## src/rsac_pkg.sv

```systemverilog
// Shared constants for the resolver setup and alignment command path
package rsac_pkg;
    localparam int          NWORDS        = 10;
    localparam logic [15:0] CMD_FOREIGN   = 16'hB004;
    localparam logic [15:0] CMD_SAVE_EXIT = 16'h800E;
    localparam logic [15:0] CMD_ABANDON   = 16'h800F;
    localparam logic [15:0] CMD_ALIGN_IN  = 16'h9000;
    localparam logic [15:0] CMD_SETUP_IN  = 16'hB000;
    localparam logic [15:0] ALIGN_PASSWD  = 16'h1298;
    localparam logic [15:0] SETUP_RSVD    = 16'hFEFC;
    localparam int          STROBE_BIT    = 15;
    localparam int          GEAR_BIT      = 8;
    localparam int          LATCH_BIT     = 1;
    localparam int          DIR_BIT       = 0;
    localparam logic [15:0] TYPE_MIN      = 16'h0002;
    localparam logic [15:0] TYPE_MAX      = 16'h0080;
    localparam logic [31:0] FSC_MIN       = 32'h0000_0002;
    localparam logic [3:0]  ERR_NONE      = 4'h0;
    localparam logic [3:0]  ERR_CMD       = 4'h1;
    // Module status word bits
    localparam int          ST_ACK_BIT    = 15;
    localparam int          ST_ALIGN_BIT  = 14;
    localparam int          ST_SETUP_BIT  = 13;
    localparam int          ST_INIT_BIT   = 12;
    localparam int          ST_FAULT_BIT  = 11;
    localparam int          ST_GEAR_BIT   = 6;
    localparam int          ST_LATCH_BIT  = 5;
    localparam int          ST_DIR_BIT    = 4;
    // Host register offsets (Wishbone, byte addresses)
    localparam logic [7:0]  HR_CTRL       = 8'h00;
    localparam logic [7:0]  HR_STATUS     = 8'h04;
    localparam logic [7:0]  HR_RESP       = 8'h08;
    localparam logic [7:0]  HR_WORD0      = 8'h40;
    localparam logic [15:0] ZERO16        = 16'h0000;
    typedef enum logic [1:0] {
        RSAC_MEAS,
        RSAC_SETUP,
        RSAC_ALIGN
    } rsac_mode_t;
endpackage

```

## src/rsac_if.sv

```systemverilog
// Network link between host controller and resolver module
`timescale 1ns/1ps
interface rsac_if;
    logic [15:0] out_word [0:9];   // Host to device
    logic [15:0] in_word  [0:9];   // Device to host
    modport dev  (input out_word, output in_word);
    modport host (output out_word, input in_word);
endinterface

```

## src/rsac_dev.sv

```systemverilog
// Resolver module command interpreter for setup and alignment commands
// What this block does
// - Foreign dual setup: B004, setup, type, turns
// - Host gives turns dividing transducer type
// - Host keeps full scale and preset in range
// - Host zeroes reserved setup word bits
// - Bit 8 gearing only for foreign dual
// - Bit 1 latches fault until host clears; in alignment the fault flag self clears
// - Bit 0 selects counting sense
// - Edits apply only on exit; reset discards
// - 800E saves, acknowledges, leaves setup
// - After save foreign dual enters alignment
// - 800F acknowledges, discards, enters measurement
// - Word 0 bit 15 is command strobe
// - Command taken only on strobe rise
// - Strobe clear clears acknowledge flag
// - Alignment entry needs initialized configuration
// - Enter alignment: 9000, password 1298, zeros
// - Accept sets ack and alignment flag
// - Error code in status bits three to zero
// - Two-word values: low word first
//
// Added by the designer: register access over Wishbone and the register addresses.
`timescale 1ns/1ps
module rsac_dev
    import rsac_pkg::*;
(
    input  wire logic       clk_i,
    input  wire logic       rst_i,
    rsac_if.dev             net,
    input  wire logic       fault_raw_i,
    input  wire logic       fault_clr_i,
    input  wire logic       cfg_valid_i,
    output logic            saving_o,
    output logic [15:0]     mode_o,
    output logic [31:0]     fsc_o,
    output logic [31:0]     preset_o
);
    rsac_mode_t  mode_q;
    logic        strobe_q;
    logic        ack_q;
    logic [3:0]  err_q;
    logic        init_q;
    logic        fault_q;
    logic [15:0] pend_setup_q, sav_setup_q;
    logic [15:0] pend_type_q, sav_type_q;
    logic [15:0] pend_turns_q, sav_turns_q;
    logic [31:0] pend_fsc_q, sav_fsc_q;
    logic [31:0] pend_pre_q, sav_pre_q;
    logic        pend_foreign_q, sav_foreign_q;
    logic        save_q;

    logic [15:0] w0;
    logic        cmd_rise;
    logic [31:0] fsc_w, pre_w;
    logic [47:0] fsc_lim;
    logic        tail_zero;
    logic        rest_zero;
    logic        save_go;
    logic        setup_ok;
    logic        align_ok;
    logic        valid_cmd;

    assign w0       = net.out_word[0];
    assign cmd_rise = w0[STROBE_BIT] && !strobe_q;
    assign fsc_w    = {net.out_word[5], net.out_word[4]};
    assign pre_w    = {net.out_word[7], net.out_word[6]};
    assign fsc_lim  = {16'h0000, net.out_word[3], 16'h0000}; // 65536 x turns

    // Words 2..9 all zero; exit commands also need word 1 zero
    always_comb begin
        rest_zero = 1'b1;
        for (int i = 2; i < NWORDS; i++) begin
            if (net.out_word[i] != ZERO16) begin
                rest_zero = 1'b0;
            end
        end
    end
    assign tail_zero = rest_zero && (net.out_word[1] == ZERO16);

    // Save lands on the acknowledging edge so status stays consistent
    assign save_go = cmd_rise && (w0 == CMD_SAVE_EXIT)
                     && (mode_q == RSAC_SETUP) && tail_zero;

    // Foreign dual setup range checks
    always_comb begin
        setup_ok = (mode_q == RSAC_SETUP)
            && ((net.out_word[1] & SETUP_RSVD) == ZERO16)
            && (net.out_word[2] >= TYPE_MIN)
            && (net.out_word[2] <= TYPE_MAX)
            && (net.out_word[3] != ZERO16)
            && (net.out_word[3] <= net.out_word[2])
            && ((net.out_word[2] % net.out_word[3]) == ZERO16)
            && (fsc_w >= FSC_MIN)
            && ({16'h0000, fsc_w} <= fsc_lim)
            && (pre_w < fsc_w)
            && (net.out_word[8] == ZERO16)
            && (net.out_word[9] == ZERO16);
    end

    // Alignment entry guard
    assign align_ok = (net.out_word[1] == ALIGN_PASSWD) && init_q;

    // Strobe history
    always_ff @(posedge clk_i) begin
        if (rst_i) begin
            strobe_q <= 1'b0;
        end else begin
            strobe_q <= w0[STROBE_BIT];
        end
    end

    // Initialized flag captured after reset
    always_ff @(posedge clk_i) begin
        if (rst_i) begin
            init_q <= 1'b0;
        end else begin
            init_q <= cfg_valid_i || init_q;
        end
    end

    // Command decode, acknowledge and error code
    always_ff @(posedge clk_i) begin
        if (rst_i) begin
            mode_q  <= RSAC_MEAS;
            ack_q   <= 1'b0;
            err_q   <= ERR_NONE;
            save_q  <= 1'b0;
            pend_setup_q   <= ZERO16;
            pend_type_q    <= ZERO16;
            pend_turns_q   <= ZERO16;
            pend_fsc_q     <= 32'h0000_0000;
            pend_pre_q     <= 32'h0000_0000;
            pend_foreign_q <= 1'b0;
        end else begin
            save_q <= 1'b0;
            if (!w0[STROBE_BIT]) begin
                ack_q <= 1'b0;
            end else if (cmd_rise) begin
                ack_q <= 1'b1;
                err_q <= ERR_NONE;
                case (w0)
                    CMD_FOREIGN: begin
                        if (setup_ok) begin
                            pend_setup_q   <= net.out_word[1];
                            pend_type_q    <= net.out_word[2];
                            pend_turns_q   <= net.out_word[3];
                            pend_fsc_q     <= fsc_w;
                            pend_pre_q     <= pre_w;
                            pend_foreign_q <= 1'b1;
                        end else begin
                            err_q <= ERR_CMD;
                        end
                    end
                    CMD_SETUP_IN: begin
                        if (align_ok && rest_zero) begin
                            mode_q <= RSAC_SETUP;
                            pend_setup_q   <= sav_setup_q;
                            pend_type_q    <= sav_type_q;
                            pend_turns_q   <= sav_turns_q;
                            pend_fsc_q     <= sav_fsc_q;
                            pend_pre_q     <= sav_pre_q;
                            pend_foreign_q <= sav_foreign_q;
                        end else begin
                            err_q <= ERR_CMD;
                        end
                    end
                    CMD_SAVE_EXIT: begin
                        if (save_go) begin
                            save_q <= 1'b1;
                            mode_q <= pend_foreign_q ? RSAC_ALIGN
                                                     : RSAC_MEAS;
                        end else begin
                            err_q <= ERR_CMD;
                        end
                    end
                    CMD_ABANDON: begin
                        if (mode_q == RSAC_SETUP && tail_zero) begin
                            mode_q <= RSAC_MEAS;
                        end else begin
                            err_q <= ERR_CMD;
                        end
                    end
                    CMD_ALIGN_IN: begin
                        if (align_ok && rest_zero) begin
                            mode_q <= RSAC_ALIGN;
                        end else begin
                            err_q <= ERR_CMD;
                        end
                    end
                    default: begin
                        err_q <= ERR_CMD;
                    end
                endcase
            end
        end
    end

    // Saved copy changes only on save-and-exit
    always_ff @(posedge clk_i) begin
        if (rst_i) begin
            sav_setup_q   <= ZERO16;
            sav_type_q    <= ZERO16;
            sav_turns_q   <= ZERO16;
            sav_fsc_q     <= 32'h0000_0000;
            sav_pre_q     <= 32'h0000_0000;
            sav_foreign_q <= 1'b0;
        end else if (save_go) begin
            sav_setup_q   <= pend_setup_q;
            sav_type_q    <= pend_type_q;
            sav_turns_q   <= pend_turns_q;
            sav_fsc_q     <= pend_fsc_q;
            sav_pre_q     <= pend_pre_q;
            sav_foreign_q <= pend_foreign_q;
        end
    end

    // Transducer fault flag, self clearing or latched
    always_ff @(posedge clk_i) begin
        if (rst_i) begin
            fault_q <= 1'b0;
        end else if (fault_raw_i) begin
            fault_q <= 1'b1; // Set wins over clear
        end else if (mode_q == RSAC_ALIGN || !sav_setup_q[LATCH_BIT]) begin
            fault_q <= 1'b0;
        end else if (fault_clr_i) begin
            fault_q <= 1'b0;
        end
    end

    // Status words and outputs
    always_ff @(posedge clk_i) begin
        if (rst_i) begin
            for (int i = 0; i < NWORDS; i++) begin
                net.in_word[i] <= ZERO16;
            end
            saving_o <= 1'b0;
            mode_o   <= ZERO16;
            fsc_o    <= 32'h0000_0000;
            preset_o <= 32'h0000_0000;
        end else begin
            for (int i = 0; i < NWORDS; i++) begin
                net.in_word[i] <= ZERO16;
            end
            net.in_word[0] <= {ack_q, (mode_q == RSAC_ALIGN),
                               (mode_q == RSAC_SETUP), init_q,
                               fault_q, 4'h0,
                               sav_setup_q[GEAR_BIT] && sav_foreign_q,
                               sav_setup_q[LATCH_BIT],
                               sav_setup_q[DIR_BIT],
                               err_q};
            saving_o <= save_q;
            mode_o   <= {14'h0000, mode_q};
            fsc_o    <= sav_fsc_q;
            preset_o <= sav_pre_q;
        end
    end
endmodule // rsac_dev

```

## src/flat_wrapper.sv

```systemverilog
// flat-port wrapper written by rule: the top's interface ports become plain ports
module rsac_dev_flat import rsac_pkg::*;
  (clk_i, rst_i, fault_raw_i, fault_clr_i, cfg_valid_i, saving_o, mode_o, fsc_o, preset_o, net_out_word, net_in_word);
  rsac_if net_i ();
  input  wire logic clk_i;
  input  wire logic rst_i;
  input  wire logic fault_raw_i;
  input  wire logic fault_clr_i;
  input  wire logic cfg_valid_i;
  output logic saving_o;
  output logic [15:0] mode_o;
  output logic [31:0] fsc_o;
  output logic [31:0] preset_o;
  input wire logic [$bits(net_i.out_word)-1:0] net_out_word;
  output wire logic [$bits(net_i.in_word)-1:0] net_in_word;
  assign net_i.out_word = {>>{net_out_word}};
  assign net_in_word = {>>{net_i.in_word}};
  rsac_dev u_core (.clk_i(clk_i), .rst_i(rst_i), .net(net_i), .fault_raw_i(fault_raw_i), .fault_clr_i(fault_clr_i), .cfg_valid_i(cfg_valid_i), .saving_o(saving_o), .mode_o(mode_o), .fsc_o(fsc_o), .preset_o(preset_o));
endmodule
```

## config.mk

```make
export PLATFORM = sky130hd
export DESIGN_NAME = rsac_dev_flat
export DESIGN_NICKNAME = d
export VERILOG_FILES = /design/src/rsac_pkg.sv /design/src/rsac_if.sv /design/src/rsac_dev.sv /design/src/flat_wrapper.sv
export SDC_FILE = /design/constraint.sdc
export NUM_CORES = 1
export LEC_CHECK = 0
export BUFFER_PORTS_ARGS = -buffer_cell sky130_fd_sc_hd__clkbuf_2
export CORE_ASPECT_RATIO = 2
export CORE_MARGIN = 5
export CORE_UTILIZATION = 50
export CTS_BUF_LIST = sky130_fd_sc_hd__clkbuf_8
export DETAILED_ROUTE_END_ITERATION = 10
export PLACE_DENSITY = 0.81
export SLEW_MARGIN = 5
export SYNTH_ARGS = -nofsm -noshare
export SYNTH_HDL_FRONTEND = slang
export SYNTH_SLANG_ARGS = --single-unit
```

## constraint.sdc

```tcl
create_clock -name clk_i -period 39.4 [get_ports clk_i]
set_input_delay 3.94 -clock clk_i [delete_from_list [all_inputs] [get_ports clk_i]]
set_output_delay 3.94 -clock clk_i [all_outputs]
set_load 0.02 [all_outputs]
```

==> results.py <==
metrics = {
    "grt": {
        "grt_max_degree": 158,
        "antenna_found_initial": 4,
        "grt_util_all_layers_pct": 32.4,
        "grt_pass1_wl_mm": 108,
        "grt_pass1_vias": 19621,
        "grt-ovfl-total": 0,
    },
    "setup_path": {
        "path_class": "input port to flop",
        "path_max_fanout": 68,
        "cp-startpoint": "net_out_word[110]",
        "crit_path_end_kind": "flop",
        "slowest_stage": "a311oi_1",
        "critPathMostFrequentCell": "ha_1",
        "r2r_start": "u_core.mode_q[0]",
        "start_kind": "input port",
        "critPathArrivalTime_ps": 37680,
        "cp.required_ps": 39830,
        "slowest_delay_ps": 760,
    },
    "placement": {
        "dp_hpwl_mm": 58.3,
        "place_ws_ps": -178,
        "numPortBuffers": 240,
        "place_congestion": 1.08,
    },
    "yosys": {
        "netlist_area_mm2": 0.0192,
        "ys_ff_latch": 220,
        "yosysWarningCount": 0,
        "synth_top_area_cell": "dfxtp_1",
        "synth_top_cell_area_share_pct": 22.9,
        "netlist_instances": 2517,
        "synth.area.top_cells": "dfxtp_1, ha_1, nand2_1",
        "synth-edff-count": 0,
        "synth_ff_type": "dfxtp_1",
        "ys_async_sr_fraction_pct": 0,
        "avgSynthCellArea_um2": 7.63,
        "yosysSeqAreaShare_pct": 22.9,
        "synth.distinct_cells": 84,
    },
    "timing": {
        "period_minus_slack_ps": 37250,
        "fin_crit_sh_pct": 94.5,
        "maxSlewHeadroom_pct": 22.1,
        "finalSetupViolations": 0,
        "worstMarginPinSlew_ps": 1170,
        "worst_slack_ps": 2150,
        "final_hold_viol_count": 0,
        "skew_ps": 15.6,
        "drv_slew": 0,
        "rsz0062_at_grt": "false",
        "max_freq_mhz": 26.8,
    },
    "die": {
        "rows": 101,
        "initial_core_util_pct": 50.5,
        "die_width_um": 149,
        "dieArea_mm2": 0.0427,
        "num_io_pins": 406,
        "die_y_um": 287,
        "core_mm2": 0.0380,
    },
    "final_layout": {
        "syn_to_final_growth_pct": 7.93,
        "finalCoreUtilization_pct": 54.5,
        "final_common_cell": "nand2_1",
        "layout_common_cells": "nand2_1, clkbuf_2, dfxtp_1",
        "num-nets-final": 3069,
        "drive_above_1_share_pct": 14.4,
    },
    "pwr": {
        "p_per_area_mw_per_mm2": 30.3,
        "p_switching_mw": 0.247,
        "power_frac_comb_pct": 40.7,
        "pwr-share-seq_pct": 35.5,
        "switching_share_pct": 39.4,
        "clockPowerShare_pct": 23.9,
        "p_int_mw": 0.381,
        "p_leak_nw": 9.59,
        "peakVddDrop_v": 0.0000164,
    },
    "drt": {
        "wl_per_cell_um": 22.5,
        "wirelength_mm": 72.8,
        "initialDrtViolationCount": 1212,
        "drc": 0,
        "via_per_inst": 5.96,
        "vias": 19298,
        "ant_nets": 0,
        "first_pass_iters": 6,
    },
    "run": {
        "max_cap_viol_count": 0,
    },
    "clock_tree": {
        "h-tree-depth": 1,
        "cts_made_buffers": 25,
        "clk_latency_ps": 550,
        "cts.clk_slew.worst_paths_ps": 80,
        "post_cts.repair.setup_buffers": 0,
        "cts_tree": "done",
        "cts_root_buffer": "clkbuf_8",
        "clk_path_buf_depth": 3,
        "cts-resized-gates": 0,
        "clock_sinks": 220,
        "hold_buffers": 0,
    },
    "hold_path": {
        "min_path_type": "flop to flop",
        "min_from": "u_core.ack_q",
    },
    "outcome": {
        "outcome": "finished clean",
    },
}
## worst max-delay path: cells and delay by family
kind | cells | cell delay, ps
AOI/OAI and AO/OA | 58 | 16590
and+or+nand+nor | 34 | 9520
adders and majority gates | 15 | 5230
buffers and inverters | 8 | 1510
muxes | 3 | 790
## kinds of logic after synthesis
kind of cell | Yosys count | synth area share (%)
AO/OA/AOI/OAI | 611 | 20.5
XOR/XNOR | 79 | 3.60
adder cells (fa/ha/maj) | 201 | 13.1
buffers and inverters | 379 | 10.8
flip-flops | 220 | 22.9
multiplexers | 88 | 5.07
other | 1 | 0.0195
AND/OR/NAND/NOR | 938 | 24.0
## state kept, by name, indices dropped and copies added, names as in the netlist, 2 cells and up
signal / cells
u_core.fsc_o: 32
u_core.pend_fsc_q: 32
u_core.pend_pre_q: 32
u_core.preset_o: 32
u_core.sav_fsc_q: 32
u_core.sav_pre_q: 32
u_core.net.in_word: 9
u_core.pend_setup_q: 3
u_core.sav_setup_q: 3
u_core.mode_o: 2
u_core.mode_q: 2
## stage by stage
step / cells / power (mW) / setup TNS (ps) / hold WS [ps] / instance area [um^2]
2_1_floorplan: 2681 / 0.412 / 0 / 413 / 19800
3_3_place_gp: 3191 / 0.471 / 0 / 424 / 20200
3_5_place_dp: 3191 / 0.474 / -9810 / 429 / 20200
4_1_cts: 3233 / 0.623 / 0 / 441 / 20700
5_1_grt: 3234 / 0.658 / 0 / 475 / 20700
6_report: 3239 / 0.628 / 0 / 440 / 20700
## layout make-up
type	count	area (um^2)
diodes	6	15.0
repair buffers	261	1370
multi-input cells	2082	13400
clock buffers	27	372
flip-flops and latches	220	4400
fillers	3639	17300
well taps	515	644
clock inverters	15	91.3
inverters	113	424
## final timing paths
kind | endpoint | slack, ps | cells past startpoint
max | u_core.pend_fsc_q[28] | 2150 | 118
min | u_core.net.in_word[159] | 440 | 2
max reg2reg | u_core.pend_fsc_q[28] | 35370 | 10
min reg2reg | u_core.net.in_word[159] | 440 | 2
## metal layers
metal	global-route usage (%)	wire, um	up-vias
li1	-	-	8977
met1	29.2	22200	8994
met2	59.9	37300	956
met3	5.00	5040	371
met4	30.5	8210	0
met5	0	0	-
## synthesized netlist by cell type (all sizes together), types with 25 or more instances
library cell	instances
o21ai	90
mux2	74
nor3	59
xnor2	54
clkbuf	87
a211oi	49
nand4	37
a21oi	215
dfxtp	220
xor2	25
buf	179
inv	113
ha	200
nor4	41
nand3	41
nand2	338
o21a	42
nor2b	162
nor2	158
a21o	47
a31oi	26
## power groups by stage
stage | combinational, mW | clock [mW] | sequential (mW)
floorplan | 0.183 | 0 | 0.228
global placement | 0.243 | 0 | 0.228
detailed placement | 0.246 | 0 | 0.228
CTS | 0.248 | 0.153 | 0.223
global route | 0.275 | 0.160 | 0.223
finish | 0.255 | 0.150 | 0.223
No activity file was read; power rests on OpenSTA's default activity.
